File: config.mk
export PLATFORM = sky130hd
export DESIGN_NAME = pci_bridge_interrupt_status_mask
export DESIGN_NICKNAME = d
export VERILOG_FILES = /design/src/verilog/pci_irq_pkg.sv /design/src/verilog/sticky_status.sv /design/src/verilog/pci_bridge_interrupt_status_mask.sv
export SDC_FILE = /design/constraint.sdc
export NUM_CORES = 1
export LEC_CHECK = 0
export BUFFER_PORTS_ARGS = -buffer_cell sky130_fd_sc_hd__buf_4
export CAP_MARGIN = 40
export CELL_PAD_IN_SITES_DETAIL_PLACEMENT = 0
export CELL_PAD_IN_SITES_GLOBAL_PLACEMENT = 1
export CORE_MARGIN = 3
export CORE_UTILIZATION = 35
export DETAILED_ROUTE_END_ITERATION = 12
export GPL_TIMING_DRIVEN = 1
export PLACE_DENSITY_LB_ADDON = 0.1
export SYNTH_ARGS = -nofsm -noshare
export SYNTH_HDL_FRONTEND = slang
export SYNTH_SLANG_ARGS = --single-unit
File: constraint.sdc
create_clock -name core_clk -period 2.21 [get_ports core_clk]
set_input_delay 0.221 -clock core_clk [delete_from_list [all_inputs] [get_ports core_clk]]
set_output_delay 0.221 -clock core_clk [all_outputs]
set_load 0.05 [all_outputs]
File: src/verilog/pci_irq_pkg.sv
package pci_irq_pkg;

  // ----------------------------------------------------------------
  // Register offsets, common to both bus sides except soft reset (decoded on PCI side only)
  // ----------------------------------------------------------------
  localparam logic [7:0]  OFS_INT_STATUS = 8'h1c;
  localparam logic [7:0]  OFS_INT_MASK   = 8'h20;
  localparam logic [7:0]  OFS_PCI_STATUS = 8'h24;
  localparam logic [7:0]  OFS_SOFT_RESET = 8'h58;

  // ----------------------------------------------------------------
  // Implemented bits and reset values
  // ----------------------------------------------------------------
  localparam logic [31:0] INT_STATUS_VALID = 32'hffff_0fff;
  localparam logic [31:0] INT_MASK_VALID   = 32'hffff_0fff;
  localparam logic [31:0] PCI_STATUS_VALID = 32'hffff_07fe;
  localparam logic [31:0] USER_FIELD       = 32'hffff_0000;
  localparam logic [31:0] REG_RESET        = 32'h0000_0000;

  // ----------------------------------------------------------------
  // Internal-side status bit positions
  // ----------------------------------------------------------------
  localparam int INT_DEV_IRQ      = 11;
  localparam int INT_EXT_SYSERR   = 10;
  localparam int INT_PARITY       = 9;
  localparam int INT_HOST_POWER   = 8;
  localparam int INT_SOFT_RESET   = 7;
  localparam int INT_IBUS_RD_ERR  = 6;
  localparam int INT_IBUS_WR_ERR  = 5;
  localparam int INT_FIFO_DISCARD = 4;
  localparam int INT_RD_TGT_ABORT = 3;
  localparam int INT_WR_TGT_ABORT = 2;
  localparam int INT_RD_MST_ABORT = 1;
  localparam int INT_WR_MST_ABORT = 0;

  // ----------------------------------------------------------------
  // PCI-side status bit positions
  // ----------------------------------------------------------------
  localparam int PCI_CPU_POWER    = 10;
  localparam int PCI_RESET_DONE   = 9;
  localparam int PCI_PARITY       = 8;
  localparam int PCI_SYSERR       = 7;
  localparam int PCI_MST_ABORT    = 6;
  localparam int PCI_TGT_ABORT    = 5;
  localparam int PCI_GAVE_ABORT   = 4;
  localparam int PCI_FIFO_DISCARD = 3;
  localparam int PCI_RETRY_TMO    = 2;
  localparam int PCI_IBUS_RD_ERR  = 1;

  // ----------------------------------------------------------------
  // Delayed-read discard limit in clocks
  // ----------------------------------------------------------------
  localparam int DISCARD_CLOCKS = 32768;

endpackage

File: src/verilog/sticky_status.sv
module sticky_status #(
  parameter logic [31:0] VALID = 32'hffff_ffff
) (
  input  wire logic        core_clk,
  input  wire logic        rstn,
  input  wire logic [31:0] setBits,
  input  wire logic        clrAll,
  output logic      [31:0] stat_r
);

  logic [31:0] stat_nxt;

  // Set wins over a clear in the same cycle
  assign stat_nxt = ((clrAll ? pci_irq_pkg::REG_RESET : stat_r) | setBits) & VALID;

  always_ff @(posedge core_clk or negedge rstn) begin
    if (!rstn) begin
      stat_r <= pci_irq_pkg::REG_RESET;
    end else begin
      stat_r <= stat_nxt;
    end
  end

endmodule

File: src/verilog/pci_bridge_interrupt_status_mask.sv
// Operation
// - Each mask bit gates its status bit; any passed bit raises CPU interrupt.
// - Mask 0 blocks, mask 1 passes; masks reset to 0.
// - Mask bits 31:16 and 11:0 read/write from both sides; 15:12 read zero.
// - Internal-bus read of internal status returns it, then clears all bits except those set in the read cycle.
// - PCI-side events set PCI status bits; unmasked ones interrupt the host.
// - PCI-bus read clears PCI status; internal-bus read leaves it.
// - Internal write of 1 to PCI status 31:16 sets bit, interrupts host.
// - PCI write of 1 to internal status 31:16 sets bit, interrupts CPU.
// - CPU power-state request sets PCI status bit 10.
// - CPU writes 1 to PCI status bit 9 when soft reset completes.
// - Host write to soft reset register sets internal status bit 7.
// - Host power request sets internal bit 8; CPU then reads power control.
// - PCI parity error sets PCI bit 8 and internal bit 9.
// - Driving system error sets PCI status bit 7.
// - Master abort bit 6, received target abort bit 5, signalled abort bit 4.
// - Target abort issued as target sets PCI status bit 4.
// - Unrepeated delayed read after 2^15 clocks: discard, set PCI 3, internal 4.
// - Retry timer expiry abandons access and sets PCI status bit 2.
// - Internal-bus read error as master sets PCI status bit 1.
// - Internal bits 6 and 5 record internal-bus read and write errors.
// - Internal bits 3,2 target aborts and 1,0 master aborts, read/write.
// - Host mode only: bit 11 device interrupt, bit 10 external system error.
module pci_bridge_interrupt_status_mask #(
  parameter int DISCARD_CLOCKS = pci_irq_pkg::DISCARD_CLOCKS
) (
  input  wire logic        core_clk,
  input  wire logic        rstn,
  input  wire logic        ibSel,
  input  wire logic        ibWr,
  input  wire logic [7:0]  ibAddr,
  input  wire logic [31:0] ibWdata,
  output logic      [31:0] ibRdata_r,
  output logic             ibRvalid_r,
  input  wire logic        pciSel,
  input  wire logic        pciWr,
  input  wire logic [7:0]  pciAddr,
  input  wire logic [31:0] pciWdata,
  output logic      [31:0] pciRdata_r,
  output logic             pciRvalid_r,
  input  wire logic [31:0] pciIrqMask,
  input  wire logic        hostMode,
  input  wire logic        deviceIrqSeen,
  input  wire logic        externalSyserrSeen,
  input  wire logic        parityErr,
  input  wire logic        hostPowerRequest,
  input  wire logic        cpuPowerRequest,
  input  wire logic        syserrDriven,
  input  wire logic        gotMasterAbort,
  input  wire logic        gotTargetAbort,
  input  wire logic        gaveTargetAbort,
  input  wire logic        ibusReadErr,
  input  wire logic        ibusWriteErr,
  input  wire logic        readTargetAbort,
  input  wire logic        writeTargetAbort,
  input  wire logic        readMasterAbort,
  input  wire logic        writeMasterAbort,
  input  wire logic        delayedReadHeld,
  input  wire logic        delayedReadRepeat,
  input  wire logic        retryExpired,
  output logic             fifoDiscard_r,
  output logic             retryAbandon_r,
  output logic             cpuIrq_r,
  output logic             pciIrq_r
);

  // ----------------------------------------------------------------
  // Address decoding
  // ----------------------------------------------------------------
  logic        ibRd;
  logic        ibWrt;
  logic        pciRd;
  logic        pciWrt;
  logic        ibRdIntStat;
  logic        pciRdPciStat;
  logic        ibWrMask;
  logic        pciWrMask;
  logic        ibWrPciStat;
  logic        pciWrIntStat;
  logic        pciWrSoftReset;

  assign ibRd           = ibSel && !ibWr;
  assign ibWrt          = ibSel && ibWr;
  assign pciRd          = pciSel && !pciWr;
  assign pciWrt         = pciSel && pciWr;
  assign ibRdIntStat    = ibRd && (ibAddr == pci_irq_pkg::OFS_INT_STATUS);
  assign pciRdPciStat   = pciRd && (pciAddr == pci_irq_pkg::OFS_PCI_STATUS);
  assign ibWrMask       = ibWrt && (ibAddr == pci_irq_pkg::OFS_INT_MASK);
  assign pciWrMask      = pciWrt && (pciAddr == pci_irq_pkg::OFS_INT_MASK);
  assign ibWrPciStat    = ibWrt && (ibAddr == pci_irq_pkg::OFS_PCI_STATUS);
  assign pciWrIntStat   = pciWrt && (pciAddr == pci_irq_pkg::OFS_INT_STATUS);
  assign pciWrSoftReset = pciWrt && (pciAddr == pci_irq_pkg::OFS_SOFT_RESET);

  // ----------------------------------------------------------------
  // Delayed-read discard timer
  // ----------------------------------------------------------------
  localparam logic [15:0] DISCARD_LAST = 16'(DISCARD_CLOCKS - 1);

  logic [15:0] discardCnt_r;
  logic [15:0] discardCnt_nxt;
  logic        discardHit;

  assign discardHit     = delayedReadHeld && !delayedReadRepeat && (discardCnt_r == DISCARD_LAST);
  assign discardCnt_nxt = (!delayedReadHeld || delayedReadRepeat || discardHit) ? 16'h0000
                        : 16'(discardCnt_r + 16'h0001);

  always_ff @(posedge core_clk or negedge rstn) begin
    if (!rstn) begin
      discardCnt_r   <= 16'h0000;
      fifoDiscard_r  <= 1'b0;
      retryAbandon_r <= 1'b0;
    end else begin
      discardCnt_r   <= discardCnt_nxt;
      fifoDiscard_r  <= discardHit;
      retryAbandon_r <= retryExpired;
    end
  end

  // ----------------------------------------------------------------
  // Internal-side status
  // ----------------------------------------------------------------
  logic [31:0] intSet;
  logic [31:0] intStat;

  always_comb begin
    intSet = pci_irq_pkg::REG_RESET;
    if (pciWrIntStat) begin
      intSet = pciWdata & pci_irq_pkg::USER_FIELD;
    end
    intSet[pci_irq_pkg::INT_DEV_IRQ]      = hostMode && deviceIrqSeen;
    intSet[pci_irq_pkg::INT_EXT_SYSERR]   = hostMode && externalSyserrSeen;
    intSet[pci_irq_pkg::INT_PARITY]       = parityErr;
    intSet[pci_irq_pkg::INT_HOST_POWER]   = hostPowerRequest;
    intSet[pci_irq_pkg::INT_SOFT_RESET]   = pciWrSoftReset;
    intSet[pci_irq_pkg::INT_IBUS_RD_ERR]  = ibusReadErr;
    intSet[pci_irq_pkg::INT_IBUS_WR_ERR]  = ibusWriteErr;
    intSet[pci_irq_pkg::INT_FIFO_DISCARD] = discardHit;
    intSet[pci_irq_pkg::INT_RD_TGT_ABORT] = readTargetAbort;
    intSet[pci_irq_pkg::INT_WR_TGT_ABORT] = writeTargetAbort;
    intSet[pci_irq_pkg::INT_RD_MST_ABORT] = readMasterAbort;
    intSet[pci_irq_pkg::INT_WR_MST_ABORT] = writeMasterAbort;
  end

  sticky_status #(
    .VALID (pci_irq_pkg::INT_STATUS_VALID)
  ) u_int_status (
    .core_clk (core_clk),
    .rstn     (rstn),
    .setBits  (intSet),
    .clrAll   (ibRdIntStat),
    .stat_r   (intStat)
  );

  // ----------------------------------------------------------------
  // PCI-side status
  // ----------------------------------------------------------------
  logic [31:0] pciSet;
  logic [31:0] pciStat;

  always_comb begin
    pciSet = pci_irq_pkg::REG_RESET;
    if (ibWrPciStat) begin
      pciSet = ibWdata & pci_irq_pkg::USER_FIELD;
      pciSet[pci_irq_pkg::PCI_RESET_DONE] = ibWdata[pci_irq_pkg::PCI_RESET_DONE];
    end
    pciSet[pci_irq_pkg::PCI_CPU_POWER]    = cpuPowerRequest;
    pciSet[pci_irq_pkg::PCI_PARITY]       = parityErr;
    pciSet[pci_irq_pkg::PCI_SYSERR]       = syserrDriven;
    pciSet[pci_irq_pkg::PCI_MST_ABORT]    = gotMasterAbort;
    pciSet[pci_irq_pkg::PCI_TGT_ABORT]    = gotTargetAbort;
    pciSet[pci_irq_pkg::PCI_GAVE_ABORT]   = gaveTargetAbort;
    pciSet[pci_irq_pkg::PCI_FIFO_DISCARD] = discardHit;
    pciSet[pci_irq_pkg::PCI_RETRY_TMO]    = retryExpired;
    pciSet[pci_irq_pkg::PCI_IBUS_RD_ERR]  = ibusReadErr;
  end

  sticky_status #(
    .VALID (pci_irq_pkg::PCI_STATUS_VALID)
  ) u_pci_status (
    .core_clk (core_clk),
    .rstn     (rstn),
    .setBits  (pciSet),
    .clrAll   (pciRdPciStat),
    .stat_r   (pciStat)
  );

  // ----------------------------------------------------------------
  // Internal-side mask
  // ----------------------------------------------------------------
  logic [31:0] intMask_r;
  logic [31:0] intMask_nxt;

  // An internal-bus write wins when both sides write in one cycle
  assign intMask_nxt = ibWrMask  ? (ibWdata & pci_irq_pkg::INT_MASK_VALID)
                     : pciWrMask ? (pciWdata & pci_irq_pkg::INT_MASK_VALID)
                     : intMask_r;

  always_ff @(posedge core_clk or negedge rstn) begin
    if (!rstn) begin
      intMask_r <= pci_irq_pkg::REG_RESET;
    end else begin
      intMask_r <= intMask_nxt;
    end
  end

  // ----------------------------------------------------------------
  // Read data and interrupts
  // ----------------------------------------------------------------
  logic [31:0] ibRdSel;
  logic [31:0] pciRdSel;

  assign ibRdSel = (ibAddr == pci_irq_pkg::OFS_INT_STATUS) ? intStat
                 : (ibAddr == pci_irq_pkg::OFS_INT_MASK)   ? intMask_r
                 : (ibAddr == pci_irq_pkg::OFS_PCI_STATUS) ? pciStat
                 : pci_irq_pkg::REG_RESET;

  assign pciRdSel = (pciAddr == pci_irq_pkg::OFS_INT_STATUS) ? intStat
                  : (pciAddr == pci_irq_pkg::OFS_INT_MASK)   ? intMask_r
                  : (pciAddr == pci_irq_pkg::OFS_PCI_STATUS) ? pciStat
                  : pci_irq_pkg::REG_RESET;

  always_ff @(posedge core_clk or negedge rstn) begin
    if (!rstn) begin
      ibRdata_r   <= pci_irq_pkg::REG_RESET;
      ibRvalid_r  <= 1'b0;
      pciRdata_r  <= pci_irq_pkg::REG_RESET;
      pciRvalid_r <= 1'b0;
      cpuIrq_r    <= 1'b0;
      pciIrq_r    <= 1'b0;
    end else begin
      ibRdata_r   <= ibRd ? ibRdSel : ibRdata_r;
      ibRvalid_r  <= ibRd;
      pciRdata_r  <= pciRd ? pciRdSel : pciRdata_r;
      pciRvalid_r <= pciRd;
      cpuIrq_r    <= |(intStat & intMask_r);
      pciIrq_r    <= |(pciStat & pciIrqMask);
    end
  end
endmodule

# Word level (Yosys, flattened, before mapping)

Index checks and enable logic that the tools add are counted.

Eq/ne operators: 8
Bitwise logic cells: 4
Multiplexer cells: 13
$add $sub $neg: 1
Reduce and logical (&&, ||, !) cells: 24

Operators with widths:

| operator                | number |
|---|---|
| $mux W32                | 12 |
| $and A32 B32 Y32        | 2 |
| $or A32 B32 Y32         | 2 |
| $reduce_or A32 Y1       | 2 |
| $eq A8 B6 Y1 const B    | 4 |
| $add A16 B1 Y16 const B | 1 |
| $eq A16 B15 Y1 const B  | 1 |
| $eq A8 B5 Y1 const B    | 2 |
| $mux W16                | 1 |
| $logic_and A1 B1 Y1     | 15 |
| $eq A8 B7 Y1 const B    | 1 |
| $logic_not A1 Y1        | 4 |
| $logic_or A1 B1 Y1      | 2 |
| $reduce_bool A2 Y1      | 1 |

Input port bits: 137
Register bits after elaboration: 172
Word-level logic and storage cells: 62
Output and inout port bits: 70

# Depth between registers and ports, before layout

Word-level depth: 5
Mapped depth: 7
Depth with buffers taken out: 5

# Modules after synthesis

A second synthesis with hierarchy kept.

Cell total of the unflattened synthesis: 818
Area, all modules: 8071.5 um2

Modules (own cells, without submodules):

| module                           | sequential area each (um2) | instances | cells an instance | area each (um2) |
|---|---|---|---|---|
| pci_bridge_interrupt_status_mask | 2852.7                     | 1         | 692               | 6162.2 |
| sticky_status (u_int_status)     | 700.7                      | 1         | 64                | 980.9 |
| sticky_status (u_pci_status)     | 650.6                      | 1         | 62                | 928.4 |

# Worst setup path after synthesis

OpenSTA, ideal clock, no wires.

Kind: flip-flop to flip-flop
Start point: register discardCnt_r[0]
End point: register discardCnt_r[10]
Required time: 2.089 ns
Library setup time: 0.121 ns
Slack: 0.392 ns
Cell stages (with the launch flop): 7
Arrival: 1.697 ns
Path buffers: 1
Period minus slack after synthesis: 1.818 ns
Path through: dfrtp_1 ha_1 nand3_1 or2_2 o311ai_2 buf_2 nor2_1

Cells in the longest elaborated chain, start to end: 4
Elaborated cells between the ends (all ways): 5
Those cells by class: add/sub (1); eq/ne (1); mux (1); reduce/logical (2)

Ends and longest elaborated chain:

| item                                                    | line                                    | source |
|---|---|---|
| start: declaration                                      | pci_bridge_interrupt_status_mask.sv:99  | `logic [15:0] discardCnt_r;` |
| start signal: assignment                                | pci_bridge_interrupt_status_mask.sv:113 | `discardCnt_r <= discardCnt_nxt;` |
| branches (longest 3 deep; another with $add A16 B1 Y16) | -                                       |  |
| $mux W16 (*)                                            | pci_bridge_interrupt_status_mask.sv:104 | `assign discardCnt_nxt = (!delayedReadHeld \|\| delayedReadRepeat \|\| discardHit) ? 16'h0000` |
| net discardCnt_nxt[10]                                  | pci_bridge_interrupt_status_mask.sv:100 | `logic [15:0] discardCnt_nxt;` |

Mark *: on every way through the listed nets, which the timed path passes.
A chain may end at the register's enable or synchronous reset.

# Final worst setup path

Same ends and word-level chain as after synthesis.

==> flow_metrics.env <==
export IMPL_grt_use_total=0.2317
export IMPL_pwr_share_comb=0.177
export IMPL_internal_power_uw=5673
export IMPL_ys_ff_latch=160
export IMPL_clkPwrFrac=0.408
export IMPL_endpoint_kind="flip-flop"
export IMPL_max_cap_violations=0
export IMPL_yosysSeqAreaShare=0.5274
export IMPL_crit_fanout=14
export IMPL_period_share=0.8661
export IMPL_crit_chain="ha_1 -> nand3_1 -> or2_2 -> o311ai_2 -> buf_4 -> nor2_1"
export IMPL_dp_hpwl_um=19180
export IMPL_core_area_um2=21150
export IMPL_yosys_warnings=0
export IMPL_grt_ovfl_total=0
export IMPL_power_density_nw_per_um2=778.9
export IMPL_critical_path_max_stage_delay_ns=0.39
export IMPL_port_buffers=184
export IMPL_yosysMostFrequentCell="dfrtp_1"
export IMPL_p_leak_uw=0.004623
export IMPL_p_switching_uw=2222
export IMPL_total_power_uw=7894
export IMPL_drtPass1Iterations=5
export IMPL_ys_flop_type="dfrtp_1"
export IMPL_fin_nets=1047
export IMPL_min_period_ns=1.914
export IMPL_place_ws_ns=0.1262
export IMPL_drt_iter0_markers=555
export IMPL_io_pins=207
export IMPL_setup_ws_ns=0.2960
export IMPL_hold_violations=0
export IMPL_synth_cell_area_um2=7591
export IMPL_htreeDepth=4
export IMPL_clk_path_buf_depth=2
export IMPL_clock_latency_ns=0.43
export IMPL_fp_dieArea_um2=23490
export IMPL_fmax_mhz=522.5
export IMPL_grt_pass1_vias=6846
export IMPL_timing_final_max_slew_violations=0
export IMPL_drive_gt1_frac=0.3366
export IMPL_post_cts_resized=0
export IMPL_clkTransAtPathRegs_ns=0.06
export IMPL_rsz0062_at_grt="false"
export IMPL_setup_viol=0
export IMPL_hp_class="input port to flip-flop"
export IMPL_drc=0
export IMPL_ir_drop_mv=0.4093
export IMPL_wire_per_inst_um=22.95
export IMPL_avgSynthCellArea_um2=10.69
export IMPL_drt_wl_total_um=27450
export IMPL_grt_max_degree=49
export IMPL_fin_util=0.4791
export IMPL_synth_area_top_cells="dfrtp_1 (53%), nor2_1 (4.9%), a22o_1 (4.7%)"
export IMPL_crit_path_top_delay_cell="dfrtp_1"
export IMPL_synth_top_area_frac=0.5274
export IMPL_cp_start_kind="flip-flop"
export IMPL_antenna_found_initial=0
export IMPL_final_antenna_net_count=0
export IMPL_cts_tree="yes"
export IMPL_synthCells=710
export IMPL_fp_dieW_um=153.3
export IMPL_antenna_cells=0
export IMPL_synth_edf_count=0
export IMPL_hold_buffers=15
export IMPL_ys_types=45
export IMPL_outcome="complete, no violations"
export IMPL_fin_setup_tns_ns=0
export IMPL_switching_share=0.2814
export IMPL_clock_tree_root_cell="clkbuf_16"
export IMPL_fin_skew_ns=0.007710
export IMPL_cts_sinks=160
export IMPL_cts_buffers_inserted=17
export IMPL_vias_per_cell=5.611
export IMPL_synthArstFlopShare=1.000
export IMPL_start_util=0.3588
export IMPL_cts_setup_buffers=0
export IMPL_place_congestion=0.8460
export IMPL_chipHeight_um=153.3
export IMPL_area_delta_synth_final_pct=33.51
export IMPL_synth_top_area_cell="dfrtp_1"
export IMPL_grt_pass1_wl_um=41640
export IMPL_rows=53
export IMPL_crit_required_ns=2.52
export IMPL_worst_slew_pin_slew_ns=0.6116
export IMPL_seqPwrFrac=0.415
export IMPL_synth_common_cells="dfrtp_1 (160), nor2_1 (100), nand2_1 (66), a22o_1 (41), a221oi_1 (32)"
export IMPL_crit_type="flip-flop to flip-flop"
export IMPL_slew_headroom=0.5885
export IMPL_worst_ep_arrival_time_ns=2.22
export IMPL_routed_via_count=6711
power by group through the flow:
stage	Sequential (µW)	Clock [µW]	Combinational [µW]
global placement	3320	0	1370
floorplan	3690	0	387
CTS	3280	3280	1410
global route	3290	3410	1480
finish	3270	3220	1400
detailed placement	3330	0	1380
worst paths after layout:
check                                                from                                 to  slack [ns]  depth (start not counted)
max in group asynchronous                            rstn         pciRdata_r[26]$_DFFE_PN0P_        1.24                          3
min in group asynchronous                            rstn   u_int_status.stat_r[8]$_DFF_PN0_        0.29                          2
worst max register to register  discardCnt_r[0]$_DFF_PN0_         discardCnt_r[10]$_DFF_PN0_        0.30                          6
worst min register to register  discardCnt_r[0]$_DFF_PN0_          discardCnt_r[0]$_DFF_PN0_        0.49                          1
worst max-delay path            discardCnt_r[0]$_DFF_PN0_         discardCnt_r[10]$_DFF_PN0_        0.30                          6
worst min-delay path                   externalSyserrSeen  u_int_status.stat_r[10]$_DFF_PN0_        0.02                          2
logic make-up (layout without fill, tap and decap cells):
kind of cell,after synthesis,after routing,synth area share
AND/OR/NAND/NOR,222,222,0.1314
adder cells (fa/ha/maj),1,1,0.001648
multiplexers,52,52,0.07285
flip-flops,160,160,0.5274
XOR/XNOR,13,13,0.01500
AO/OA/AOI/OAI,195,195,0.2052
other,1,8,0.0004940
buffers and inverters,66,270,0.04598
metrics by stage:
step / instances / cell area [µm²] / hold WS [ns]
2_1_floorplan: 717 / 7617 / -0.07459
3_3_place_gp: 1150 / 9350 / 0.1698
3_5_place_dp: 1150 / 9350 / 0.1722
4_1_cts: 1196 / 10130 / 0.003331
5_1_grt: 1196 / 10130 / 0.008611
6_report: 1196 / 10130 / 0.02286
metal layers:
layer  GRT usage  vias to the layer above  routed length [µm]
met5           0                        -                   0
met4     0.07297                        0                 504
met3     0.04983                       37                1948
met2      0.3691                      305               13020
met1      0.3175                     3362               11980
li1            -                     3007                   -
worst max-delay path, delay by kind of cell (launching register included):
kind | cells | cell delay [ns]
simple gates | 3 | 0.65
flops | 1 | 0.39
compound gates | 1 | 0.28
buf+inv | 1 | 0.25
fa+ha+maj | 1 | 0.22
placed cells by master (no fill, tap or decap), drive strengths merged, types with 11 or more instances in the layout:
cell,synthesis,layout
a21o,20,20
a221oi,32,32
a22o,41,41
a22oi,15,15
a31oi,28,28
buf,33,214
clkbuf,23,20
dfrtp,160,160
dlygate4sd3,0,15
mux2,26,26
mux2i,26,26
nand2,66,66
nand3,14,14
nor2,102,102
o21ai,29,29
o221a,26,26
xnor2,11,11
registers in the layout, summed over array words and instances, names as in the netlist:
name / flops
ibRdata_r: 28
discardCnt_r: 16
pciRvalid_r: 1
pciRdata_r: 28
pciIrq_r: 1
retryAbandon_r: 1
fifoDiscard_r: 1
u_int_status.stat_r: 28
intMask_r: 28
u_pci_status.stat_r: 26
cpuIrq_r: 1
ibRvalid_r: 1
area by class of cell:
class / instances / area (µm²)
clock inverter: 11 / 187.7
multi-input combinational: 491 / 3279
tap: 275 / 344.1
timing repair buffer: 229 / 1836
fill: 1954 / 11020
sequential: 160 / 4004
inverter: 10 / 37.54
clock buffer: 20 / 446.7
Note: power is estimated with default switching activity, not from simulation.
